### config.mk
export PLATFORM = sky130hd
export DESIGN_NAME = gpf_gpio_group4
export DESIGN_NICKNAME = d
export VERILOG_FILES = /design/src/gpf_pkg.sv /design/src/gpf_gpio_group4.sv /design/src/gpf_pin_cell.sv
export SDC_FILE = /design/constraint.sdc
export NUM_CORES = 1
export LEC_CHECK = 0
export BUFFER_PORTS_ARGS = -buffer_cell sky130_fd_sc_hd__buf_2
export CAP_MARGIN = 20
export CELL_PAD_IN_SITES_DETAIL_PLACEMENT = 0
export CELL_PAD_IN_SITES_GLOBAL_PLACEMENT = 1
export CORE_ASPECT_RATIO = 0.7
export CORE_UTILIZATION = 32
export DETAILED_ROUTE_END_ITERATION = 16
export PLACE_DENSITY_LB_ADDON = 0.15
export SLEW_MARGIN = 0
export SYNTH_ARGS = -nofsm -noshare
export SYNTH_HDL_FRONTEND = slang
export SYNTH_HIERARCHICAL = 1
export SYNTH_SLANG_ARGS = --single-unit
### constraint.sdc
create_clock -name sys_clk -period 1.8 [get_ports sys_clk]
set_input_delay 0.09 -clock sys_clk [delete_from_list [all_inputs] [get_ports sys_clk]]
set_output_delay 0.09 -clock sys_clk [all_outputs]
set_load 0.01 [all_outputs]
### src/gpf_pkg.sv
// Constants and types for the group-four pin configuration block
package gpf_pkg;

  // Register indexes; byte address on the bus is index times four
  localparam logic [5:0] GPF_IDX_PIN0 = 6'h3b; // Pin zero config
  localparam logic [5:0] GPF_IDX_PIN1 = 6'h3c; // Pin one config
  localparam logic [5:0] GPF_IDX_PIN2 = 6'h3d; // Pin two config

  // Field positions inside each config byte
  localparam int GPF_BIT_DIR = 0; // 1 input, 0 output
  localparam int GPF_BIT_INV = 1; // 1 invert
  localparam int GPF_BIT_ALT = 2; // Alt select, low bit
  localparam int GPF_BIT_AHI = 3; // Alt select, high bit (pin one)
  localparam int GPF_BIT_OD  = 7; // 1 open drain, 0 push-pull

  // Reset value of every config byte
  localparam logic [7:0] GPF_CFG_RST = 8'h01;

  // Writable bits; everything else is reserved and reads zero
  localparam logic [7:0] GPF_MASK_1B = 8'h87; // Pins zero and two
  localparam logic [7:0] GPF_MASK_2B = 8'h8f; // Pin one

  // Function select of pin one
  typedef enum logic [1:0]
  {
    GPF_SEL_GPIO = 2'b00, // Plain pin
    GPF_SEL_DEN1 = 2'b01, // Drive density select one
    GPF_SEL_IRQ  = 2'b10, // Either-edge interrupt input
    GPF_SEL_RSVD = 2'b11  // Reserved, acts as plain pin
  } gpf_sel_e;

  // Bus read data width
  localparam int GPF_DW = 32;

  // True when a byte address lands on a register index
  function automatic logic gpf_hit(input logic [7:0] addr,
                                   input logic [5:0] idx);
    gpf_hit = (addr[7:2] == idx);
  endfunction

endpackage

### src/gpf_gpio_group4.sv
// Group four, pins zero to two: config registers and pin muxing
//
// Operation
// - Bit 0 one input, zero output
// - Bit 1 inverts pin value both ways
// - Bit 7 open drain, else push-pull
// - Pin zero bit 2 selects density zero
// - Pin one bits 3:2 select function
// - Pin two bit 2 selects power event
// - Power event driven active low; bit 1 inverts it as on any pin
// - Interrupt mode flags both pin edges
//
// Added by the designer: the Avalon-MM slave port.
`timescale 1ns/1ps
module gpf_gpio_group4
  import gpf_pkg::*;
(
  input  wire logic              sys_clk,             // 100 MHz clock
  input  wire logic              reset_n,             // Standby reset
  input  wire logic [7:0]        avs_address,         // Byte address
  input  wire logic              avs_read,            // Read request
  input  wire logic              avs_write,           // Write request
  input  wire logic [GPF_DW-1:0] avs_writedata,       // Write data
  input  wire logic [3:0]        avs_byteenable,      // Byte lanes
  output logic      [GPF_DW-1:0] avs_readdata,        // Read data
  output logic                   avs_waitrequest,     // Stall
  input  wire logic [2:0]        pad_in,              // Pad levels
  output logic      [2:0]        pad_out,             // Pad values
  output logic      [2:0]        pad_oe,              // Pad enables
  input  wire logic [2:0]        gpio_out_val,        // Plain outputs
  output logic      [2:0]        gpio_in_val,         // Pin inputs
  input  wire logic              drive_density_sel_0, // Floppy density 0
  input  wire logic              drive_density_sel_1, // Floppy density 1
  input  wire logic              pme_active,          // Wake event
  output logic                   edge_irq_2           // Edge pulse
);

  // All block state
  typedef struct packed
  {
    logic [7:0] cfg0;  // Pin zero config
    logic [7:0] cfg1;  // Pin one config
    logic [7:0] cfg2;  // Pin two config
    logic       wait_; // Bus stall flag
    logic [7:0] rdata; // Read byte
    logic       prev1; // Last pin one input
    logic       irq;   // Edge pulse
  } gpf_top_s;

  gpf_top_s   s_q;      // Current state
  gpf_top_s   s_d;      // Next state
  logic       acc;      // Access accepted this edge
  logic       hit0;     // Pin zero decode
  logic       hit1;     // Pin one decode
  logic       hit2;     // Pin two decode
  gpf_sel_e   sel1;     // Pin one function
  logic [2:0] alt_en;   // Alternate owns pin
  logic [2:0] alt_val;  // Alternate value
  logic [2:0] in_raw;   // Cell inputs after polarity
  logic [7:0] cfg_a [3]; // Configs as an array for the cells

  // Address decode, shared by read and write
  always_comb
  begin
    hit0 = gpf_hit(avs_address, GPF_IDX_PIN0);
    hit1 = gpf_hit(avs_address, GPF_IDX_PIN1);
    hit2 = gpf_hit(avs_address, GPF_IDX_PIN2);
    sel1 = gpf_sel_e'(s_q.cfg1[GPF_BIT_AHI:GPF_BIT_ALT]);
  end

  // Alternate function routing
  always_comb
  begin
    // Pin zero: density select zero or plain pin
    alt_en[0]  = s_q.cfg0[GPF_BIT_ALT];
    alt_val[0] = drive_density_sel_0;
    // Pin one: only density one drives; interrupt is input
    alt_en[1]  = (sel1 == GPF_SEL_DEN1);
    alt_val[1] = drive_density_sel_1;
    // Pin two: wake event as an active-low level
    alt_en[2]  = s_q.cfg2[GPF_BIT_ALT];
    alt_val[2] = !pme_active;
  end

  assign acc = (avs_read || avs_write) && s_q.wait_;

  // Bus, register and edge logic
  always_comb
  begin
    s_d = s_q;
    // Answer one cycle after the request shows; each access
    // costs two cycles so the write lands on the sampling edge
    s_d.wait_ = !acc;
    if (acc && avs_read)
    begin
      // Reserved bits are masked in storage, so read zero
      if (hit0)
        s_d.rdata = s_q.cfg0;
      else if (hit1)
        s_d.rdata = s_q.cfg1;
      else if (hit2)
        s_d.rdata = s_q.cfg2;
      else
        s_d.rdata = 8'h00;                   // Unmapped reads zero
    end
    // Write takes effect on the edge the master sees no stall
    if (avs_write && !s_q.wait_ && avs_byteenable[0])
    begin
      if (hit0)
        s_d.cfg0 = avs_writedata[7:0] & GPF_MASK_1B;
      else if (hit1)
        s_d.cfg1 = avs_writedata[7:0] & GPF_MASK_2B;
      else if (hit2)
        s_d.cfg2 = avs_writedata[7:0] & GPF_MASK_1B;
      else
        s_d.cfg0 = s_q.cfg0;                 // Unmapped: ignored
    end
    // Both edges count; the mode gate stops stray pulses
    s_d.prev1 = in_raw[1];
    s_d.irq   = (sel1 == GPF_SEL_IRQ) &&
                (in_raw[1] != s_q.prev1);
  end

  // State register
  always_ff @(posedge sys_clk or negedge reset_n)
  begin
    if (!reset_n)
    begin
      s_q       <= '0;
      s_q.cfg0  <= GPF_CFG_RST;
      s_q.cfg1  <= GPF_CFG_RST;
      s_q.cfg2  <= GPF_CFG_RST;
      s_q.wait_ <= 1'b1;
    end
    else
      s_q <= s_d;
  end

  // Config bytes gathered for the cell loop
  always_comb
  begin
    cfg_a[0] = s_q.cfg0;
    cfg_a[1] = s_q.cfg1;
    cfg_a[2] = s_q.cfg2;
  end

  // One pad cell per pin
  genvar gi;
  generate
    for (gi = 0; gi < 3; gi++)
    begin : g_pin
      gpf_pin_cell u_cell
      (
        .sys_clk        (sys_clk),
        .reset_n        (reset_n),
        .cfg_dir_in     (cfg_a[gi][GPF_BIT_DIR]),
        .cfg_invert     (cfg_a[gi][GPF_BIT_INV]),
        .cfg_open_drain (cfg_a[gi][GPF_BIT_OD]),
        .alt_en         (alt_en[gi]),
        .alt_val        (alt_val[gi]),
        .gpio_val       (gpio_out_val[gi]),
        .pad_in         (pad_in[gi]),
        .pad_out        (pad_out[gi]),
        .pad_oe         (pad_oe[gi]),
        .in_val         (in_raw[gi])
      );
    end
  endgenerate

  // Outputs straight from flip-flops
  assign avs_readdata    = {24'h000000, s_q.rdata};
  assign avs_waitrequest = s_q.wait_;
  assign gpio_in_val     = in_raw;
  assign edge_irq_2      = s_q.irq;
endmodule

### src/gpf_pin_cell.sv
// One pad cell: input synchroniser, polarity and driver type
`timescale 1ns/1ps
module gpf_pin_cell
  import gpf_pkg::*;
(
  input  wire logic sys_clk,        // System clock
  input  wire logic reset_n,        // Async reset, active low
  input  wire logic cfg_dir_in,     // 1 pin is input
  input  wire logic cfg_invert,     // 1 invert pin value
  input  wire logic cfg_open_drain, // 1 open drain driver
  input  wire logic alt_en,         // Alternate function owns pin
  input  wire logic alt_val,        // Alternate function value
  input  wire logic gpio_val,       // Plain output value
  input  wire logic pad_in,         // Pad level, asynchronous
  output logic      pad_out,        // Pad drive value
  output logic      pad_oe,         // Pad drive enable, high drives
  output logic      in_val          // Pad value after polarity
);

  // All cell state
  typedef struct packed
  {
    logic sync1;  // First synchroniser stage
    logic sync2;  // Second synchroniser stage
    logic out;    // Registered pad value
    logic oe;     // Registered pad enable
    logic inval;  // Registered logic-side input
  } gpf_cell_s;

  gpf_cell_s s_q; // Current state
  gpf_cell_s s_d; // Next state
  logic      drv; // Value the pad should show

  // Next-state logic
  always_comb
  begin
    s_d       = s_q;
    s_d.sync1 = pad_in;
    s_d.sync2 = s_q.sync1;
    // Source select, then polarity on the way out
    drv       = (alt_en ? alt_val : gpio_val) ^ cfg_invert;
    if (cfg_open_drain)
    begin
      // Only ever pull low; high is left to the pull-up
      s_d.out = 1'b0;
      s_d.oe  = !cfg_dir_in && !drv;
    end
    else
    begin
      // Push-pull drives both levels
      s_d.out = drv;
      s_d.oe  = !cfg_dir_in;
    end
    // Polarity on the way in, from the second stage only
    s_d.inval = s_q.sync2 ^ cfg_invert;
  end

  // State register
  always_ff @(posedge sys_clk or negedge reset_n)
  begin
    if (!reset_n)
      s_q <= '0;
    else
      s_q <= s_d;
  end

  assign pad_out = s_q.out;
  assign pad_oe  = s_q.oe;
  assign in_val  = s_q.inval;
endmodule

==> results of run 1 <==
[registers in the layout, indices dropped and copies added, names as in the netlist, 2 cells and up]
register / cells
g_pin.u_cell/s_q: 3
cfg_a: 11
alt_en: 2
avs_readdata: 5
g_pin.u_cell/in_val: 3
g_pin.u_cell/pad_oe: 3
g_pin.u_cell/s_d: 3
g_pin.u_cell/pad_out: 3
[cell usage after synthesis]
cell      instances  area, um^2
dfrtp_1          32         801
and3b_1           1        8.76
dfstp_2           4         105
and3_1            1        6.26
mux2i_1           3        30.0
buf_4            34         255
xor2_1            3        26.3
mux2_2           14         158
nand3_1           9        45.0
a31oi_1           4        25.0
clkbuf_1          2        7.51
and2_1            1        6.26
nand2_1           1        3.75
xnor2_1           4        35.0
nor3b_1           1        7.51
inv_1             2        7.51
o21ai_0           1        5.00
nor4_2            1        12.5
nor2_1            4        15.0
mux2_1            4        45.0
nor4b_4           1        23.8
a21oi_1           3        15.0
nand3b_4          1        20.0
conb_1            1        3.75
and4_1            1        8.76
and2b_2           1        8.76
or4b_4            1        13.8
nor2b_1           4        25.0
[cells by family after synthesis]
kind of cell / Yosys count / share of synthesized area
other cells: 1 / 0.00217
mux: 21 / 0.135
simple gates: 28 / 0.119
xor+xnor: 7 / 0.0356
flops: 36 / 0.525
compound gates: 8 / 0.0261
buf+inv: 38 / 0.157
[report_power, final]
| part | switching, mW | total, mW | internal (mW) |
|---|---|---|---|
| combinational | 0.130 | 0.232 | 0.101 |
| clock | 0.284 | 0.594 | 0.311 |
| sequential | 0.0344 | 0.908 | 0.874 |
| total | 0.448 | 1.73 | 1.29 |
[final timing paths]
kind | start | end | slack [ns] | depth (start not counted)
worst max-delay path | avs_waitrequest | cfg_a[7] | 0.22 | 3
worst min-delay path | avs_write | avs_waitrequest | 0.01 | 2
worst max register to register | avs_waitrequest | cfg_a[7] | 0.22 | 3
worst min register to register | g_pin[1].u_cell/s_d[3] | g_pin[1].u_cell/s_q[3] | 0.35 | 0
max in group asynchronous | reset_n | g_pin[2].u_cell/s_q[3] | 0.87 | 2
min in group asynchronous | reset_n | s_q[1] | 0.43 | 2
[timing repair]
| item | in CTS | in global routing |
|---|---|---|
| setup endpoints to repair | 0 | 0 |
| hold endpoints to repair | 36 | 0 |
| hold buffers | 5 | 0 |
[layout make-up]
type	count	area (um^2)
Fill cell	493	2970
Sequential cell	36	906
Multi-Input combinational cell	91	646
Timing Repair Buffer	46	258
Clock buffer	7	86.3
Tap cell	69	86.3
Clock inverter	1	7.51
Inverter	2	7.51
[layer usage]
metal	up-vias	GRT usage	routed length, um
met1	489	0.157	1490
met4	0	0.0697	80
met5	-	0	0
li1	495	-	-
met3	9	0.0471	246
met2	49	0.162	1180
[worst reg2reg max path, delay by kind of cell, from the launching register on]
| family | cells | cell delay (ns) |
|---|---|---|
| DFF | 1 | 0.38 |
| and+or+nand+nor | 2 | 0.76 |
| muxes | 1 | 0.33 |
[placed cells by master, fill, tap and decap left out, types with 5 or more instances in the layout]
master / instances
buf_2: 40
clkbuf_8: 6
conb_1: 27
dfrtp_1: 32
dlygate4sd3_1: 5
mux2_2: 14
nand3_1: 9
[through the flow]
| step | power [mW] | setup WS [ns] | util |
|---|---|---|---|
| after floorplan | 1.11 | 0.268 | - |
| after global placement | 1.15 | 0.234 | 0.373 |
| after detailed placement | 1.15 | 0.226 | 0.373 |
| after CTS | 1.77 | 0.218 | 0.402 |
| after global routing | 1.84 | 0.182 | 0.402 |
| final | 1.73 | 0.220 | 0.402 |
==> flow_summary.json, run 1 <==
{
  "tns_ns": 0,
  "area_growth_pct": 15.8,
  "die_y_um": 63.4,
  "cp_slowest_cell": "or4b_4",
  "grt_max_degree": 37,
  "clock-root-buffer": "clkbuf_8",
  "postCtsSetupBuffers": 0,
  "ctsResizeCount": 0,
  "cts_tree": "built",
  "timing.fmax_mhz": 633,
  "fin_skew_ns": 0.00305,
  "diodes": 0,
  "grt_setup_unrepaired": "no",
  "viasPerCell": 4.13,
  "antenna_found_initial": 0,
  "maxCapViolCount": 0,
  "die-area_mm2": 0.00569,
  "dr.pass1.iters": 4,
  "grt_pass1_wl_mm": 4.97,
  "leakage_nw": 0.978,
  "start_util": 0.347,
  "worstPathRequired_ns": 1.97,
  "power.density_mw_per_mm2": 868,
  "rows": 21,
  "core_mm2": 0.00497,
  "finish.instance_area_mm2": 0.00200,
  "remaining_drc_errors": 0,
  "cts_max_path_buffers": 2,
  "report.final.slew_viol_count": 0,
  "yosys_warnings": 6,
  "worstPathArrival_ns": 1.75,
  "crit_path_end_kind": "flip-flop",
  "htreeDepth": 2,
  "clk_latency_ns": 0.29,
  "final_nets": 239,
  "ys_seq_area_frac": 0.525,
  "grt_use_total": 0.118,
  "tightestPinTransition_ns": 0.803,
  "io_pins": 100,
  "peakVddDrop_mv": 0.322,
  "clkTransAtPathRegs_ns": 0.07,
  "hold_viol": 0,
  "vias": 1042,
  "status": "finished clean",
  "cts_buffers": 5,
  "cp_max_fo": 4,
  "fin_crit_ns": 1.58,
  "dp.cells": 239,
  "cts_sinks": 36,
  "ys_ff_latch": 36,
  "final-setup-viol-count": 0,
  "syn_avg_cell_area_um2": 12.4,
  "hold_slack_ns": 0.0122,
  "fin_cells": 252,
  "synth_area_mm2": 0.00172,
  "die_width_um": 89.7,
  "wl_per_cell_um": 11.9,
  "grt_pass1_vias": 1027,
  "crit_type": "flip-flop to flip-flop",
  "hp-class": "primary input to flip-flop",
  "placed_area_mm2": 0.00185,
  "ys_types": 28,
  "portBuffers": 40,
  "routed_wl_mm": 3.00,
  "cpLargestDelayFamily": "simple AND/OR/NAND/NOR gates",
  "relSlewSlack": 0.465,
  "ant_nets": 0,
  "synthCells": 139,
  "drt_iter0_drc": 49,
  "cpPeakStageDelay_ns": 0.58,
  "startpoint_type": "flip-flop",
  "worst-path-buf-inv": 0,
  "gp_congestion": 0.695,
  "period_share": 0.878,
  "hpwlAfterDp_mm": 2.23,
  "drive_gt1_frac": 0.388,
  "worstPathCellList": "nand3b_4, or4b_4, mux2_1",
  "grt_overflow_total": 0
}
No activity file was read; power rests on OpenSTA's default activity.
==> run 2: changes to the inputs <==
Settings changed: SYNTH_HIERARCHICAL 1 to default.
Clock period 1.8 ns to 1.6 ns, I/O delays scaled along.
==> flow_summary.json, run 2 <==
{
  "fin_skew_ns": 0.00528,
  "relSlewSlack": 0.656,
  "tns_ns": 0,
  "remaining_drc_errors": 0,
  "core_mm2": 0.00523,
  "cpPeakStageDelay_ns": 0.40,
  "ys_seq_area_frac": 0.522,
  "wl_met1_mm": 1.37,
  "clk_latency_ns": 0.29,
  "fillers": 527,
  "vias": 1012,
  "cpLargestDelayFamily": "simple AND/OR/NAND/NOR gates",
  "route.met3.wl_um": 187,
  "worstPathArrival_ns": 1.69,
  "synthCells": 142,
  "leakage_nw": 0.968,
  "min_from": "avs_writedata[3]",
  "layout_commonest_cell": "buf_2",
  "r2r-start": "avs_waitrequest",
  "grt_pass1_wl_mm": 4.62,
  "grt_use_total": 0.110,
  "hpwlAfterDp_mm": 2.22,
  "area_growth_pct": 15.4,
  "final_nets": 238,
  "maxCapViolCount": 0,
  "ys_ff_latch": 36,
  "start_util": 0.332,
  "worstPathCellList": "nand3b_1, nor3b_4, mux2_2",
  "met2_length_mm": 1.38,
  "ant_nets": 0,
  "final_util": 0.383,
  "yosys_warnings": 0,
  "cp_max_fo": 5,
  "ys.flop_type": "dfrtp_1",
  "die_width_um": 90.0,
  "syn_avg_cell_area_um2": 12.2,
  "period_share": 0.946,
  "viasPerCell": 3.98,
  "portBuffers": 40,
  "largest_reg_flops": 11,
  "cts_tree": "built",
  "status": "finished clean",
  "cp_slowest_cell": "nor3b_4",
  "tightestPinTransition_ns": 0.512,
  "clock-root-buffer": "clkbuf_8",
  "crit_type": "flip-flop to flip-flop",
  "drive_gt1_frac": 0.418,
  "worst-path-buf-inv": 0,
  "ys_async_sr_fraction": 1.00,
  "route.top_layer_used": "met4",
  "layout_common_cells": "buf_2, dfrtp_1, conb_1",
  "ys_types": 26,
  "htreeDepth": 2,
  "synth_area_mm2": 0.00173,
  "hold_viol": 0,
  "hp-class": "primary input to flip-flop",
  "synth_common_cells": "buf_4, dfrtp_1, mux2_2, a21oi_1",
  "wl_per_cell_um": 11.8,
  "cts_sinks": 36,
  "crit_start": "avs_waitrequest",
  "cts_buffers": 5,
  "yosysTopAreaCell": "dfrtp_1",
  "crit_path_end_kind": "flip-flop",
  "die_y_um": 63.6,
  "startpoint_type": "flip-flop",
  "grt_setup_unrepaired": "no",
  "report.final.slew_viol_count": 0,
  "antenna_found_initial": 0,
  "drt_iter0_drc": 5,
  "grt_max_degree": 37,
  "routed_wl_mm": 2.99,
  "fin_crit_ns": 1.51,
  "yosysMostFrequentCell": "buf_4",
  "synth_top_area_frac": 0.462,
  "synth-edff-count": 0,
  "timing.fmax_mhz": 661,
  "dr.pass1.iters": 4,
  "gp_congestion": 0.645,
  "final-setup-viol-count": 0,
  "grt_pass1_vias": 959,
  "cts_max_path_buffers": 2,
  "diodes": 0,
  "postCtsSetupBuffers": 0,
  "peakVddDrop_mv": 0.571,
  "power.density_mw_per_mm2": 1030,
  "clkTransAtPathRegs_ns": 0.07,
  "synth.area.top_cells": "dfrtp_1, buf_4, mux2_2",
  "io_pins": 100,
  "worstPathRequired_ns": 1.77,
  "rows": 22,
  "die-area_mm2": 0.00572,
  "grt_overflow_total": 0
}
[run 2: cell count changes in the layout (fill, tap and decap cells not counted), sizes merged, moves of 2 or more]
cell   before  now
a21oi       3    7
a22oi       0    4
a31oi       4    0
buf        41   43
nand3       9    2
nor3b       1    3
o21ai       1    3
[run 2: worst reg2reg max path, stage by stage (launching register included)]
cell      delay [ns]
dfstp_2         0.38
nand3b_1        0.25
nor3b_4         0.40
mux2_2          0.38
[run 2: area by class of cell]
type                            instances  area [um^2]  share of cell area
Multi-Input combinational cell         87          607               0.303
Sequential cell                        36          906               0.453
Clock buffer                            6         72.6              0.0363
Timing Repair Buffer                   49          283               0.141
Clock inverter                          2         35.0              0.0175
Inverter                                2         7.51             0.00375
Tap cell                               72         90.1              0.0450
[run 2: path summary, 6_finish.rpt]
path	depth (start not counted)	slack, ns	endpoint
max	3	0.09	cfg_a[15]
min	2	0.03	cfg_a[11]
max reg2reg	3	0.09	cfg_a[15]
min reg2reg	0	0.35	g_pin[1].u_cell.s_q[3]
max in group asynchronous	3	0.89	cfg_a[16]
min in group asynchronous	3	0.36	g_pin[1].u_cell.pad_out
[run 2: kinds of logic (layout without fill, tap and decap cells)]
| group | after synthesis | after routing | share of synthesized area |
|---|---|---|---|
| flops | 36 | 36 | 0.522 |
| simple gates | 20 | 20 | 0.0851 |
| compound gates | 14 | 14 | 0.0462 |
| xor+xnor | 7 | 7 | 0.0354 |
| mux | 19 | 19 | 0.122 |
| other cells | 1 | 27 | 0.00216 |
| buf+inv | 45 | 59 | 0.187 |
[run 2: metal layers]
layer | global-route usage | up-vias
li1 | - | 485
met1 | 0.134 | 483
met2 | 0.170 | 36
met3 | 0.0435 | 8
met4 | 0.0544 | 0
met5 | 0 | -
[run 2: stage by stage]
step / cell area [um^2] / power, mW / setup slack, ns / hold slack [ns] / std cells
6_report: 2000 / 2.05 / 0.0861 / 0.0258 / 254
5_1_grt: 2000 / 2.15 / 0.0149 / 0.0314 / 254
4_1_cts: 2000 / 2.08 / 0.0652 / 0.0175 / 254
3_5_place_dp: 1830 / 1.29 / 0.0805 / 0.149 / 240
3_3_place_gp: 1830 / 1.28 / 0.0773 / 0.136 / 240
2_1_floorplan: 1830 / 1.27 / 0.104 / -0.216 / 168
[run 2: power by group]
group | internal [mW] | switching, mW
clock | 0.462 | 0.310
combinational | 0.114 | 0.147
sequential | 0.983 | 0.0369
[run 2: what timing repair did]
action	CTS	global route
setup endpoints to repair	0	3
resized for setup	0	1
hold buffers	6	0
hold endpoints to repair	36	0
==> run 3: changes to the inputs <==
Settings changed: CORE_UTILIZATION 32 to 35, SLEW_MARGIN 0 to default.
Clock period 1.6 ns to 1.8 ns, I/O delays scaled along.
==> flow_summary.json, run 3 (synthesis results as in run 2) <==
{
  "peakVddDrop_mv": 0.436,
  "diodes": 0,
  "viasPerCell": 3.95,
  "io_pins": 100,
  "leakage_nw": 0.949,
  "fillers": 478,
  "power.density_mw_per_mm2": 854,
  "clkTransAtPathRegs_ns": 0.07,
  "die-area_mm2": 0.00524,
  "die_y_um": 60.9,
  "drt_iter0_drc": 24,
  "hp-class": "primary input to flip-flop",
  "cts_buffers": 5,
  "cts_sinks": 36,
  "layout_commonest_cell": "buf_2",
  "start_util": 0.363,
  "grt_pass1_vias": 1034,
  "fin_crit_ns": 1.53,
  "antenna_found_initial": 0,
  "fin_skew_ns": 0.00556,
  "grt_max_degree": 37,
  "cts_tree": "built",
  "seq_area_um2": 906,
  "rows": 21,
  "maxCapViolCount": 0,
  "worst_slack_ns": 0.270,
  "grt_pass1_wl_mm": 4.82,
  "htreeDepth": 2,
  "dp_slack_ns": 0.272,
  "largest_reg_flops": 11,
  "layout_common_cells": "buf_2, dfrtp_1, conb_1",
  "wl_per_cell_um": 11.6,
  "min_from": "avs_writedata[3]",
  "final_util": 0.409,
  "cp_max_fo": 4,
  "grt_use_total": 0.129,
  "relSlewSlack": 0.471,
  "area_growth_pct": 12.7,
  "vias": 983,
  "grt_overflow_total": 0,
  "crit_start": "avs_waitrequest",
  "multi_input_area_um2": 602,
  "dr.pass1.iters": 4,
  "cts_hold_buf": 6,
  "worstPathArrival_ns": 1.70,
  "met1_usage": 0.157,
  "cts_max_path_buffers": 2,
  "final-setup-viol-count": 0,
  "grt_setup_unrepaired": "no",
  "hpwlAfterDp_mm": 2.13,
  "crit_path_end_kind": "flip-flop",
  "gp_congestion": 0.710,
  "tightestPinTransition_ns": 0.794,
  "postCtsSetupBuffers": 0,
  "tns_ns": 0,
  "grtUsageMet3": 0.0463,
  "r2r-start": "avs_waitrequest",
  "hold_viol": 0,
  "report.final.slew_viol_count": 0,
  "clk_latency_ns": 0.28,
  "timing.fmax_mhz": 654,
  "clock-root-buffer": "clkbuf_8",
  "core_mm2": 0.00478,
  "worstPathRequired_ns": 1.97,
  "portBuffers": 40,
  "final_nets": 237,
  "crit_type": "flip-flop to flip-flop",
  "period_share": 0.850,
  "busiest_layer": "met2",
  "drive_gt1_frac": 0.406,
  "ant_nets": 0,
  "status": "finished clean",
  "grt_util_met2": 0.210,
  "startpoint_type": "flip-flop",
  "routed_wl_mm": 2.90,
  "remaining_drc_errors": 0,
  "ctsResizeCount": 0,
  "die_width_um": 86.1
}
## run 3: cell types whose count changed in the layout (fill, tap and decap cells not counted)
cell	previous run	this run
buf_4	3	2
nand3_1	0	1
bufinv_16	1	0
nand3_2	2	1
## run 3: layer usage
metal | wire length, um | up-vias
met4 | 36 | 0
met3 | 161 | 5
met5 | 0 | -
li1 | - | 478
met2 | 1240 | 36
met1 | 1460 | 464
## run 3: cell type report
| cell class | instances | share of cell area |
|---|---|---|
| clock buffers | 6 | 0.0371 |
| flip-flops and latches | 36 | 0.464 |
| multi-input cells | 87 | 0.308 |
| inverters | 2 | 0.00384 |
| well taps | 69 | 0.0442 |
| clock inverters | 1 | 0.00256 |
| repair buffers | 48 | 0.141 |
## run 3: power by group
group / switching (mW) / total [mW] / internal (mW)
sequential: 0.0329 / 0.907 / 0.874
clock: 0.272 / 0.534 / 0.263
combinational: 0.128 / 0.228 / 0.100
total: 0.432 / 1.67 / 1.24
## run 3: path summary, 6_finish.rpt
| check | slack [ns] | cells past startpoint | endpoint |
|---|---|---|---|
| max reg2reg | 0.27 | 4 | cfg_a[1] |
| min reg2reg | 0.35 | 0 | g_pin[0].u_cell.s_q[3] |
| min in group asynchronous | 0.44 | 2 | cfg_a[23] |
| max in group asynchronous | 0.86 | 2 | g_pin[2].u_cell.in_val |
| min | 0.05 | 2 | cfg_a[11] |
| max | 0.27 | 4 | cfg_a[1] |
## run 3: worst max-delay path: stages (launching register included)
cell and delay (ns):
dfstp_2 0.55, nand3b_1 0.22, inv_1 0.06, nand3_1 0.22, mux2_2 0.36
## run 3: stage by stage
stage / cells / area [um^2] / power [mW] / hold WS (ns)
4_1_cts: 249 / 1950 / 1.69 / 0.0374
3_3_place_gp: 236 / 1820 / 1.14 / 0.199
3_5_place_dp: 236 / 1820 / 1.14 / 0.199
5_1_grt: 249 / 1950 / 1.78 / 0.0335
6_report: 249 / 1950 / 1.67 / 0.0468
2_1_floorplan: 168 / 1830 / 1.13 / -0.206
